<file path="src/rtl/caller_id_map.svh">
// Register map, field positions, reset values and timing constants
`ifndef CALLER_ID_MAP_SVH
`define CALLER_ID_MAP_SVH
`define IDX_TX_CONTROL 6'h10
`define IDX_TX_BYTE 6'h11
`define IDX_QUEUE_STATE 6'h12
`define IDX_SIGNAL_GAIN 6'h13
`define IDX_SIGNAL_ROUTE 6'h14
`define IDX_IRQ_PENDING_TWO 6'h28
`define IDX_IRQ_ENABLE_TWO 6'h29
`define CTL_STD_BIT 0
`define CTL_PACKAGE_BIT 1
`define CTL_STOP_BIT 2
`define CTL_TX_BIT 3
`define CTL_ALERT_BIT 4
`define CTL_OFFHOOK_BIT 5
`define QUEUE_STATE_BIT 2
`define SHIFT_EMPTY_BIT 0
`define ROUTE_SELECT_BIT 1
`define CALLER_IRQ_BIT 7
`define RST_CONTROL 8'h00
`define RST_GAIN 8'h08
`define RST_ROUTE 8'h00
`define RST_ENABLE 8'h00
`define QUEUE_DEPTH 8
`define CLK_HZ 100000000
`define BAUD_HZ 1200
`define BELL_MARK_HZ 1200
`define BELL_SPACE_HZ 2200
`define V23_MARK_HZ 1300
`define V23_SPACE_HZ 2100
`define ALERT_LOW_HZ 2130
`define ALERT_HIGH_HZ 2750
`define PHASE_BITS 24
`endif

</file>
<file path="src/rtl/caller_id_pkg.sv">
// Types shared by the caller-ID generator
package caller_id_pkg;
    typedef enum logic [2:0] {
        SER_IDLE,
        SER_START,
        SER_DATA,
        SER_STOP
    } ser_state_type;
    typedef struct packed {
        logic active;
        logic route;
        logic signed [15:0] sample;
    } tone_out_type;
endpackage

</file>
<file path="src/rtl/caller_id_fsk_generator.sv">
// Caller-ID FSK generator with AXI4-Lite registers and transmit queue
`timescale 1ns/1ps
`include "caller_id_map.svh"

////////////////////////////////////////////////////////////////////////////////
module caller_byte_queue #(
    parameter int WIDTH = 8,
    parameter int DEPTH = `QUEUE_DEPTH
) (
    input wire logic ref_clk_i,
    input wire logic rst_b_i,
    input wire logic in_valid_i,
    output logic in_ready_o,
    input wire logic [WIDTH-1:0] in_data_i,
    output logic out_valid_o,
    input wire logic out_ready_i,
    output logic [WIDTH-1:0] out_data_o
);
    localparam int AW = $clog2(DEPTH);
    logic [WIDTH-1:0] mem [DEPTH];
    logic [AW-1:0] wr_ptr_ff;
    logic [AW-1:0] rd_ptr_ff;
    logic [AW:0] count_ff;
    wire push = in_valid_i && in_ready_o;
    wire pop = out_valid_o && out_ready_i;
    assign in_ready_o = (count_ff != (AW+1)'(DEPTH));
    assign out_valid_o = (count_ff != '0);
    assign out_data_o = mem[rd_ptr_ff];
    always_ff @(posedge ref_clk_i) begin
        if (push) begin
            mem[wr_ptr_ff] <= in_data_i;
        end
    end
    always_ff @(posedge ref_clk_i or negedge rst_b_i) begin
        if (!rst_b_i) begin
            wr_ptr_ff <= '0;
            rd_ptr_ff <= '0;
            count_ff <= '0;
        end else begin
            if (push) wr_ptr_ff <= AW'(wr_ptr_ff + 1'b1);
            if (pop) rd_ptr_ff <= AW'(rd_ptr_ff + 1'b1);
            count_ff <= (AW+1)'(count_ff + push - pop);
        end
    end
endmodule // caller_byte_queue

////////////////////////////////////////////////////////////////////////////////
module caller_id_fsk_generator
    import caller_id_pkg::*;
#(
    parameter int BIT_CYCLES = `CLK_HZ / `BAUD_HZ
) (
    input wire logic ref_clk_i,
    input wire logic rst_b_i,
    input wire logic [7:0] s_axi_awaddr_i,
    input wire logic s_axi_awvalid_i,
    output logic s_axi_awready_o,
    input wire logic [31:0] s_axi_wdata_i,
    input wire logic [3:0] s_axi_wstrb_i,
    input wire logic s_axi_wvalid_i,
    output logic s_axi_wready_o,
    output logic [1:0] s_axi_bresp_o,
    output logic s_axi_bvalid_o,
    input wire logic s_axi_bready_i,
    input wire logic [7:0] s_axi_araddr_i,
    input wire logic s_axi_arvalid_i,
    output logic s_axi_arready_o,
    output logic [31:0] s_axi_rdata_o,
    output logic [1:0] s_axi_rresp_o,
    output logic s_axi_rvalid_o,
    input wire logic s_axi_rready_i,
    output tone_out_type tone_o,
    output logic caller_irq_o
);
    function automatic logic [23:0] step_of(input int hz);
        step_of = 24'((64'(hz) << `PHASE_BITS) / 64'(`CLK_HZ));
    endfunction
    function automatic logic signed [15:0] tri_of(input logic [23:0] ph);
        logic [14:0] fold;
        fold = ph[23] ? ~ph[22:8] : ph[22:8];
        tri_of = 16'({1'b0, fold}) - 16'h4000;
    endfunction
    function automatic logic [5:0] idx_of(input logic [7:0] addr);
        idx_of = addr[7:2];
    endfunction
    function automatic logic is_mapped(input logic [5:0] idx);
        is_mapped = idx == `IDX_TX_CONTROL || idx == `IDX_TX_BYTE ||
            idx == `IDX_SIGNAL_GAIN || idx == `IDX_SIGNAL_ROUTE ||
            idx == `IDX_IRQ_PENDING_TWO || idx == `IDX_IRQ_ENABLE_TWO;
    endfunction

    ////////////////////////////////////////////////////////////////////////////
    // Register bus
    logic [7:0] aw_addr_ff;
    logic aw_full_ff;
    logic [31:0] w_data_ff;
    logic [3:0] w_strb_ff;
    logic w_full_ff;
    logic bvalid_ff;
    logic [1:0] bresp_ff;
    logic rvalid_ff;
    logic [1:0] rresp_ff;
    logic [31:0] rdata_ff;
    logic [7:0] control_ff;
    logic [7:0] gain_ff;
    logic [7:0] route_ff;
    logic [7:0] enable_ff;
    logic pending_ff;
    ser_state_type state_ff;
    logic queue_ready;
    logic queue_valid;
    logic [7:0] queue_data;
    logic pop;
    logic tx_done;

    assign s_axi_awready_o = !aw_full_ff && !bvalid_ff;
    assign s_axi_wready_o = !w_full_ff && !bvalid_ff;
    assign s_axi_bvalid_o = bvalid_ff;
    assign s_axi_bresp_o = bresp_ff;
    assign s_axi_arready_o = !rvalid_ff;
    assign s_axi_rvalid_o = rvalid_ff;
    assign s_axi_rresp_o = rresp_ff;
    assign s_axi_rdata_o = rdata_ff;

    wire wr_go = aw_full_ff && w_full_ff && !bvalid_ff;
    wire [5:0] wr_idx = idx_of(aw_addr_ff);
    wire wr_lane = wr_go && w_strb_ff[0];
    wire [7:0] wr_byte = w_data_ff[7:0];
    wire wr_ctl = wr_lane && wr_idx == `IDX_TX_CONTROL;
    wire wr_tx = wr_lane && wr_idx == `IDX_TX_BYTE;
    wire wr_gain = wr_lane && wr_idx == `IDX_SIGNAL_GAIN;
    wire wr_route = wr_lane && wr_idx == `IDX_SIGNAL_ROUTE;
    wire wr_pend = wr_lane && wr_idx == `IDX_IRQ_PENDING_TWO;
    wire wr_en = wr_lane && wr_idx == `IDX_IRQ_ENABLE_TWO;
    wire wr_hit = is_mapped(wr_idx);

    wire rd_go = s_axi_arvalid_i && s_axi_arready_o;
    wire [5:0] rd_idx = idx_of(s_axi_araddr_i);
    wire [7:0] queue_state = 8'(
        ((!queue_ready) << `QUEUE_STATE_BIT) |
        ((state_ff == SER_IDLE) << `SHIFT_EMPTY_BIT));
    wire [7:0] pend_view = 8'(pending_ff << `CALLER_IRQ_BIT);
    wire rd_hit = is_mapped(rd_idx) || rd_idx == `IDX_QUEUE_STATE;
    wire [7:0] rd_byte =
        rd_idx == `IDX_TX_CONTROL ? control_ff :
        rd_idx == `IDX_QUEUE_STATE ? queue_state :
        rd_idx == `IDX_SIGNAL_GAIN ? gain_ff :
        rd_idx == `IDX_SIGNAL_ROUTE ? route_ff :
        rd_idx == `IDX_IRQ_PENDING_TWO ? pend_view :
        rd_idx == `IDX_IRQ_ENABLE_TWO ? enable_ff : 8'h00;
    wire rd_ok = rd_hit && rd_idx != `IDX_TX_BYTE;

    always_ff @(posedge ref_clk_i or negedge rst_b_i) begin
        if (!rst_b_i) begin
            aw_addr_ff <= 8'h00;
            aw_full_ff <= 1'b0;
            w_data_ff <= 32'h0000_0000;
            w_strb_ff <= 4'h0;
            w_full_ff <= 1'b0;
            bvalid_ff <= 1'b0;
            bresp_ff <= 2'h0;
        end else begin
            if (s_axi_awvalid_i && s_axi_awready_o) begin
                aw_addr_ff <= s_axi_awaddr_i;
                aw_full_ff <= 1'b1;
            end
            if (s_axi_wvalid_i && s_axi_wready_o) begin
                w_data_ff <= s_axi_wdata_i;
                w_strb_ff <= s_axi_wstrb_i;
                w_full_ff <= 1'b1;
            end
            if (wr_go) begin
                aw_full_ff <= 1'b0;
                w_full_ff <= 1'b0;
                bvalid_ff <= 1'b1;
                bresp_ff <= wr_hit ? 2'h0 : 2'h2;
            end else if (bvalid_ff && s_axi_bready_i) begin
                bvalid_ff <= 1'b0;
            end
        end
    end

    always_ff @(posedge ref_clk_i or negedge rst_b_i) begin
        if (!rst_b_i) begin
            rvalid_ff <= 1'b0;
            rresp_ff <= 2'h0;
            rdata_ff <= 32'h0000_0000;
        end else if (rd_go) begin
            rvalid_ff <= 1'b1;
            rresp_ff <= rd_ok ? 2'h0 : 2'h2;
            rdata_ff <= {24'h00_0000, rd_byte};
        end else if (s_axi_rready_i) begin
            rvalid_ff <= 1'b0;
        end
    end

    ////////////////////////////////////////////////////////////////////////////
    // Control registers and pending flag
    wire [7:0] nxt_control = wr_ctl ? wr_byte :
        (tx_done ? control_ff & ~8'(1 << `CTL_TX_BIT) : control_ff);
    logic queue_valid_d_ff;
    wire queue_drained = queue_valid_d_ff && !queue_valid;
    wire nxt_pending = queue_drained ||
        (pending_ff && !(wr_pend && wr_byte[`CALLER_IRQ_BIT]));

    always_ff @(posedge ref_clk_i or negedge rst_b_i) begin
        if (!rst_b_i) begin
            control_ff <= `RST_CONTROL;
            gain_ff <= `RST_GAIN;
            route_ff <= `RST_ROUTE;
            enable_ff <= `RST_ENABLE;
            pending_ff <= 1'b0;
            queue_valid_d_ff <= 1'b0;
        end else begin
            control_ff <= nxt_control;
            if (wr_gain) gain_ff <= {4'h0, wr_byte[3:0]};
            if (wr_route) route_ff <= wr_byte;
            if (wr_en) enable_ff <= wr_byte;
            pending_ff <= nxt_pending;
            queue_valid_d_ff <= queue_valid;
        end
    end
    assign caller_irq_o = pending_ff && enable_ff[`CALLER_IRQ_BIT];

    caller_byte_queue #(
        .WIDTH(8),
        .DEPTH(`QUEUE_DEPTH)
    ) u_queue (
        .ref_clk_i(ref_clk_i),
        .rst_b_i(rst_b_i),
        .in_valid_i(wr_tx),
        .in_ready_o(queue_ready),
        .in_data_i(wr_byte),
        .out_valid_o(queue_valid),
        .out_ready_i(pop),
        .out_data_o(queue_data)
    );

    ////////////////////////////////////////////////////////////////////////////
    // Serialiser
    logic [7:0] shift_ff;
    logic [2:0] bit_ff;
    logic [31:0] tick_ff;
    wire tx_on = control_ff[`CTL_TX_BIT];
    wire framed = control_ff[`CTL_PACKAGE_BIT];
    wire two_stop = control_ff[`CTL_STOP_BIT];
    wire bit_end = tick_ff == 32'(BIT_CYCLES - 1);
    wire data_end = state_ff == SER_DATA && bit_end && bit_ff == 3'h7;
    wire stop_end = state_ff == SER_STOP && bit_end &&
        (bit_ff == 3'h1 || !two_stop);
    wire byte_end = stop_end || (data_end && !framed);
    wire want_next = (state_ff == SER_IDLE && tx_on) || byte_end;
    assign pop = want_next && queue_valid;
    assign tx_done = want_next && !queue_valid;
    ser_state_type nxt_state;
    always_comb begin
        nxt_state = state_ff;
        case (state_ff)
            SER_IDLE,
            SER_STOP: begin
                if (pop) nxt_state = framed ? SER_START : SER_DATA;
                else if (want_next || state_ff == SER_IDLE) nxt_state = SER_IDLE;
            end
            SER_START: begin
                if (bit_end) nxt_state = SER_DATA;
            end
            SER_DATA: begin
                if (data_end && framed) nxt_state = SER_STOP;
                else if (pop) nxt_state = SER_DATA;
                else if (data_end) nxt_state = SER_IDLE;
            end
            default: nxt_state = SER_IDLE;
        endcase
    end
    always_ff @(posedge ref_clk_i or negedge rst_b_i) begin
        if (!rst_b_i) begin
            state_ff <= SER_IDLE;
            shift_ff <= 8'h00;
            bit_ff <= 3'h0;
            tick_ff <= 32'h0000_0000;
        end else begin
            state_ff <= nxt_state;
            tick_ff <= (pop || bit_end || state_ff == SER_IDLE) ? '0 :
                32'(tick_ff + 1'b1);
            if (pop) begin
                shift_ff <= queue_data;
                bit_ff <= 3'h0;
            end else if (bit_end && state_ff == SER_DATA) begin
                shift_ff <= {1'b0, shift_ff[7:1]};
                bit_ff <= 3'(bit_ff + 1'b1);
            end else if (data_end || (bit_end && state_ff == SER_STOP)) begin
                bit_ff <= 3'(bit_ff + 1'b1);
            end
            if (data_end) bit_ff <= 3'h0;
        end
    end

    ////////////////////////////////////////////////////////////////////////////
    // Tone engine: one FSK tone, or two summed alert tones
    wire mark = state_ff == SER_STOP || (state_ff == SER_DATA && shift_ff[0]);
    wire v23 = control_ff[`CTL_STD_BIT];
    wire [23:0] mark_step = v23 ? step_of(`V23_MARK_HZ) :
        step_of(`BELL_MARK_HZ);
    wire [23:0] space_step = v23 ? step_of(`V23_SPACE_HZ) :
        step_of(`BELL_SPACE_HZ);
    wire keying = state_ff != SER_IDLE;
    wire alert = control_ff[`CTL_ALERT_BIT] && !keying;
    logic [23:0] phase_a_ff;
    logic [23:0] phase_b_ff;
    tone_out_type tone_ff;
    wire [23:0] step_a = alert ? step_of(`ALERT_LOW_HZ) :
        (mark ? mark_step : space_step);
    wire signed [16:0] raw = alert ?
        17'((tri_of(phase_a_ff) >>> 1) + (tri_of(phase_b_ff) >>> 1)) :
        17'(tri_of(phase_a_ff));
    wire signed [21:0] scaled = 22'(raw * $signed({1'b0, gain_ff[3:0]}));
    always_ff @(posedge ref_clk_i or negedge rst_b_i) begin
        if (!rst_b_i) begin
            phase_a_ff <= 24'h00_0000;
            phase_b_ff <= 24'h00_0000;
            tone_ff <= '0;
        end else begin
            phase_a_ff <= 24'(phase_a_ff + step_a);
            phase_b_ff <= alert ? 24'(phase_b_ff + step_of(`ALERT_HIGH_HZ)) :
                24'h00_0000;
            tone_ff.active <= keying || alert;
            tone_ff.route <= route_ff[`ROUTE_SELECT_BIT];
            tone_ff.sample <= (keying || alert) ? 16'(scaled >>> 4) :
                16'h0000;
        end
    end
    assign tone_o = tone_ff;

    ////////////////////////////////////////////////////////////////////////////
    // Checks
    a_full_drop: assert property (@(posedge ref_clk_i) disable iff (!rst_b_i)
        wr_tx && !queue_ready && !pop |=> $stable(u_queue.count_ff))
        else $error("write to full queue changed it");
    a_full_flag: assert property (@(posedge ref_clk_i) disable iff (!rst_b_i)
        queue_state[`QUEUE_STATE_BIT] == (u_queue.count_ff == 4'h8))
        else $error("queue full bit wrong");
    a_start_needs_tx: assert property (@(posedge ref_clk_i)
        disable iff (!rst_b_i)
        state_ff == SER_IDLE && !tx_on |=> state_ff == SER_IDLE)
        else $error("send began without transmit bit");
    a_start_space: assert property (@(posedge ref_clk_i) disable iff (!rst_b_i)
        pop && framed |=> state_ff == SER_START && !mark)
        else $error("start bit missing");
    a_raw_no_frame: assert property (@(posedge ref_clk_i)
        disable iff (!rst_b_i)
        pop && !framed |=> state_ff == SER_DATA)
        else $error("framing added without package mode");
    a_lsb_first: assert property (@(posedge ref_clk_i) disable iff (!rst_b_i)
        pop |=> shift_ff == $past(queue_data))
        else $error("byte not loaded for lsb first");
    a_irq_set: assert property (@(posedge ref_clk_i) disable iff (!rst_b_i)
        queue_drained |=> pending_ff)
        else $error("pending not set on empty queue");
    a_irq_sticky: assert property (@(posedge ref_clk_i) disable iff (!rst_b_i)
        pending_ff && !wr_pend |=> pending_ff)
        else $error("pending flag lost without clear");
    a_tx_ends: assert property (@(posedge ref_clk_i) disable iff (!rst_b_i)
        tx_done && !wr_ctl |=> !tx_on ##1 state_ff == SER_IDLE)
        else $error("transmit bit left set after last byte");
    a_phase_cont: assert property (@(posedge ref_clk_i) disable iff (!rst_b_i)
        $changed(mark) && keying |-> phase_a_ff ==
        24'($past(phase_a_ff) + $past(step_a)))
        else $error("phase jumped");
    c_framed_byte: cover property (@(posedge ref_clk_i) stop_end);
    c_raw_byte: cover property (@(posedge ref_clk_i) data_end && !framed);
    c_alert: cover property (@(posedge ref_clk_i) alert);
    c_full: cover property (@(posedge ref_clk_i) wr_tx && !queue_ready);
endmodule // caller_id_fsk_generator

</file>
<file path="config.mk">
export PLATFORM = sky130hd
export DESIGN_NAME = caller_id_fsk_generator
export DESIGN_NICKNAME = d
export VERILOG_FILES = /design/src/rtl/caller_id_pkg.sv /design/src/rtl/caller_id_fsk_generator.sv
export VERILOG_INCLUDE_DIRS = /design/src /design/src/rtl
export SDC_FILE = /design/constraint.sdc
export NUM_CORES = 1
export LEC_CHECK = 0
export BUFFER_PORTS_ARGS = -buffer_cell sky130_fd_sc_hd__buf_2
export CAP_MARGIN = 20
export CORE_MARGIN = 8
export CORE_UTILIZATION = 65
export DETAILED_ROUTE_END_ITERATION = 10
export GPL_ROUTABILITY_DRIVEN = 0
export GPL_TIMING_DRIVEN = 0
export HOLD_SLACK_MARGIN = 0.08
export PLACE_DENSITY = 0.86
export SLEW_MARGIN = 20
export SYNTH_ARGS = -nofsm -noshare
export SYNTH_HDL_FRONTEND = slang
export SYNTH_HIERARCHICAL = 1
export SYNTH_SLANG_ARGS = --single-unit
</file>
<file path="constraint.sdc">
create_clock -name ref_clk_i -period 17.6 [get_ports ref_clk_i]
set_input_delay 2.64 -clock ref_clk_i [delete_from_list [all_inputs] [get_ports ref_clk_i]]
set_output_delay 2.64 -clock ref_clk_i [all_outputs]
set_load 0.005 [all_outputs]
</file>
==> summary.md <==
| Metric | Value |
|---|---|
| Status | finished, final reports clean |
| Mapped Area | 14200 µm² |
| Final wirelength | 31.5 mm |
| TNS Setup | 0 ns |
| Core area | 21600 µm² |
| Grt ovf | 0 |
| Post-synth cell types | 74 |
| Commonest register cell after synthesis | dfrtp_1 |
| Post-Syn Instances | 1322 |
| Clock Pin Slew Worst Setup and Hold Paths | 0.06 ns |
| Clk_lat worst skew | 0.54 ns |
| Max Freq | 0.145 GHz |
| CTS tree | yes |
| Ys Warns | 6 |
| Final hold vios | 0 |
| NumNets Final | 1604 |
| Root Driver | clkbuf_16 |
| RSZ-0062 raised after global routing | false |
| Initial antenna violation count | 0 |
| Setup crit end kind | flip-flop |
| Pwr dens | 127 nW/µm² |
| Seq cells post-synth | 244 |
| Max-slew violations | 0 |
| Clk buf depth | 3 |
| Peak supply drop | 0.0984 mV |
| Setup ws final | 10.72 ns |
| Post-CTS Setup Inserts | 0 |
| First-pass GRT wire length | 51.4 mm |
| Largest net degree at the start of global routing | 97 |
| DRC | 0 |
| Ant. Diodes | 0 |
| Area delta synth->final | 12.0% |
| CP Data Arrival Time | 7.28 ns |
| Sequential cell area | 6430 µm² |
| Worst Skew | 0.0179 ns |
| Routed via count | 10120 |
| Minimum clock period | 6.88 ns |
| Starting Density | 0.657 |
| CP max-delay cell | clkbuf_1 |
| Hold_ws | 0.480 ns |
| DIE AREA | 26800 µm² |
| Vias per cell | 5.83 |
| Hold crit path type | reg -> reg |
| Num Clock Sinks | 244 |
| Vias in the first global route | 10411 |
| Crit path max fanout | 10 |
| Total track usage | 0.237 |
| Post-CTS Hold Buffers | 0 |
| Htree depth | 1 |
| Die width | 164 µm |
| Detailed Route Iter0 Violations | 728 |
| Leakage | 0.00755 µW |
| Post-synth EDFFs | 64 |
| Die Ht | 164 µm |
| DR pass1 iterations | 5 |
| Area of the multi-input gates | 7080 µm² |
| Critical path class | reg -> reg |
| Row count | 54 |
| Required time of the critical path | 18.00 ns |
| Post-route ant nets | 0 |
| FFs w/ async S/R, synth | 0.738 |
| Post-synth top area cell | dfrtp_1 |
| Port bufs | 59 |
| Area contributors post-synth | dfrtp_1, edfxtp_1, ha_1 |
| Worst Tran Pin Value | 0.960 ns |
| Layout cell share with drive strength beyond 1 | 0.143 |
| Place WS | 10.81 ns |
| WL per Instance | 18.1 µm |
| Fillers | 1423 |
| Worst Setup Start Kind | flip-flop |
| Final Cycle Share | 0.391 |
| Seq/Total Area, Yosys | 0.453 |
| Slew headroom | 0.359 |
| TritonCTS Buffers | 26 |
| DP HPWL | 22.4 mm |
| Number of max-cap violations | 0 |
| Ports | 119 |
| Slowest stage delay, CP | 0.55 ns |
| Resize count post-CTS | 0 |
| Final setup fails | 0 |
| Average size of a mapped cell | 10.7 µm² |
| Yosys top cell area share | 0.315 |
metrics by stage:
step | utilization | cells | instance area (µm²) | total power [µW]
global placement | 0.691 | 1686 | 14900 | 1400
finish | 0.736 | 1735 | 15900 | 2030
floorplan | - | 1347 | 14300 | 1250
detailed placement | 0.693 | 1687 | 15000 | 1440
CTS | 0.736 | 1735 | 15900 | 2030
global route | 0.736 | 1735 | 15900 | 2140
cell families after synthesis:
kind of cell | share of synthesized area
other cells | 0.000264
compound gates | 0.0776
mux | 0.0801
xor+xnor | 0.0789
fa+ha+maj | 0.115
simple gates | 0.140
flops | 0.453
buf+inv | 0.0562
routing by layer:
metal / track usage / wire length (µm) / up-vias
met2: 0.404 / 15300 / 390
met1: 0.299 / 12900 / 4936
met4: 0.0913 / 1050 / 0
met5: 0 / 0 / -
li1: - / - / 4703
met3: 0.0393 / 2240 / 91
report_power, final:
group	internal (µW)	leakage (µW)	total, µW	switching [µW]
registers	702	0.00298	814	111
logic	263	0.00412	637	374
clock network	348	0.000453	577	229
total	1310	0.00755	2030	715
flip-flops by register name (all words and copies together) (netlist names), 2 cells and up:
name               cells
phase_a_ff            24
gain_ff                4
tick_ff               32
route_ff               8
u_queue/wr_ptr_ff      3
s_axi_rdata_o          8
enable_ff              8
u_queue/count_ff       4
shift_ff               8
w_data_ff              8
u_queue/rd_ptr_ff      3
state_ff               2
phase_b_ff            24
tone_o                18
bit_ff                 3
aw_addr_ff             6
control_ff             8
u_queue/mem           64
cell usage after synthesis, types with 6 or more instances:
cell type / n
fa_1: 34
nor2b_1: 7
mux2_2: 51
ha_1: 76
a21o_1: 15
a21oi_1: 55
nand2b_1: 10
and3_1: 13
clkbuf_1: 27
and4_1: 6
edfxtp_1: 64
or3_1: 11
buf_4: 27
a211oi_1: 9
dfrtp_1: 179
mux4_1: 16
inv_1: 113
o21ai_0: 44
nand2_1: 92
nor3_1: 22
and2_1: 35
nor2_1: 138
nand4_1: 10
nand3_1: 38
xnor2_1: 51
xor2_1: 77
mux2i_1: 12
placed cells by master (no fill, tap or decap), drive strengths merged, types with 11 or more instances in the layout:
cell and count:
mux2 51, o21ai 48, ha 76, a21o 15, and2 35, and3 13, dfrtp 179, inv 115
conb 26, a21oi 56, or3 11, buf 97, xnor2 51, clkbuf 62, nor3 23, nor2 138
nand2 92, nand3 38, mux2i 13, fa 34, edfxtp 64, mux4 16, xor2 77
final timing paths:
| path | endpoint | slack [ns] | cells after the start | startpoint |
|---|---|---|---|---|
| min reg2reg | phase_a_ff[6] | 0.48 | 1 | phase_a_ff[6] |
| max reg2reg | tone_o[14] | 10.72 | 28 | phase_b_ff[23] |
| max in group asynchronous | route_ff[5] | 14.62 | 2 | rst_b_i |
| min in group asynchronous | tone_o[10] | 2.09 | 1 | rst_b_i |
| min | phase_a_ff[6] | 0.48 | 1 | phase_a_ff[6] |
| max | tone_o[14] | 10.72 | 28 | phase_b_ff[23] |
worst max-delay path, delay by kind of cell, from the launching register on:
kind                     cells  cell delay, ns
buffers and inverters        5            1.02
AND/OR/NAND/NOR              4            0.50
flip-flops                   1            0.32
AO/OA/AOI/OAI               10            2.07
adder cells (fa/ha/maj)      6            2.29
XOR/XNOR                     3            0.55
cell type report:
cell class                      instances  area share
Inverter                              114      0.0269
Tap cell                              280      0.0220
Timing Repair Buffer                   60      0.0209
Clock inverter                         13      0.0102
Multi-Input combinational cell        925       0.445
Buffer                                 64      0.0233
Clock buffer                           35      0.0476
Sequential cell                       244       0.404
(Power assumes the default switching activity.)
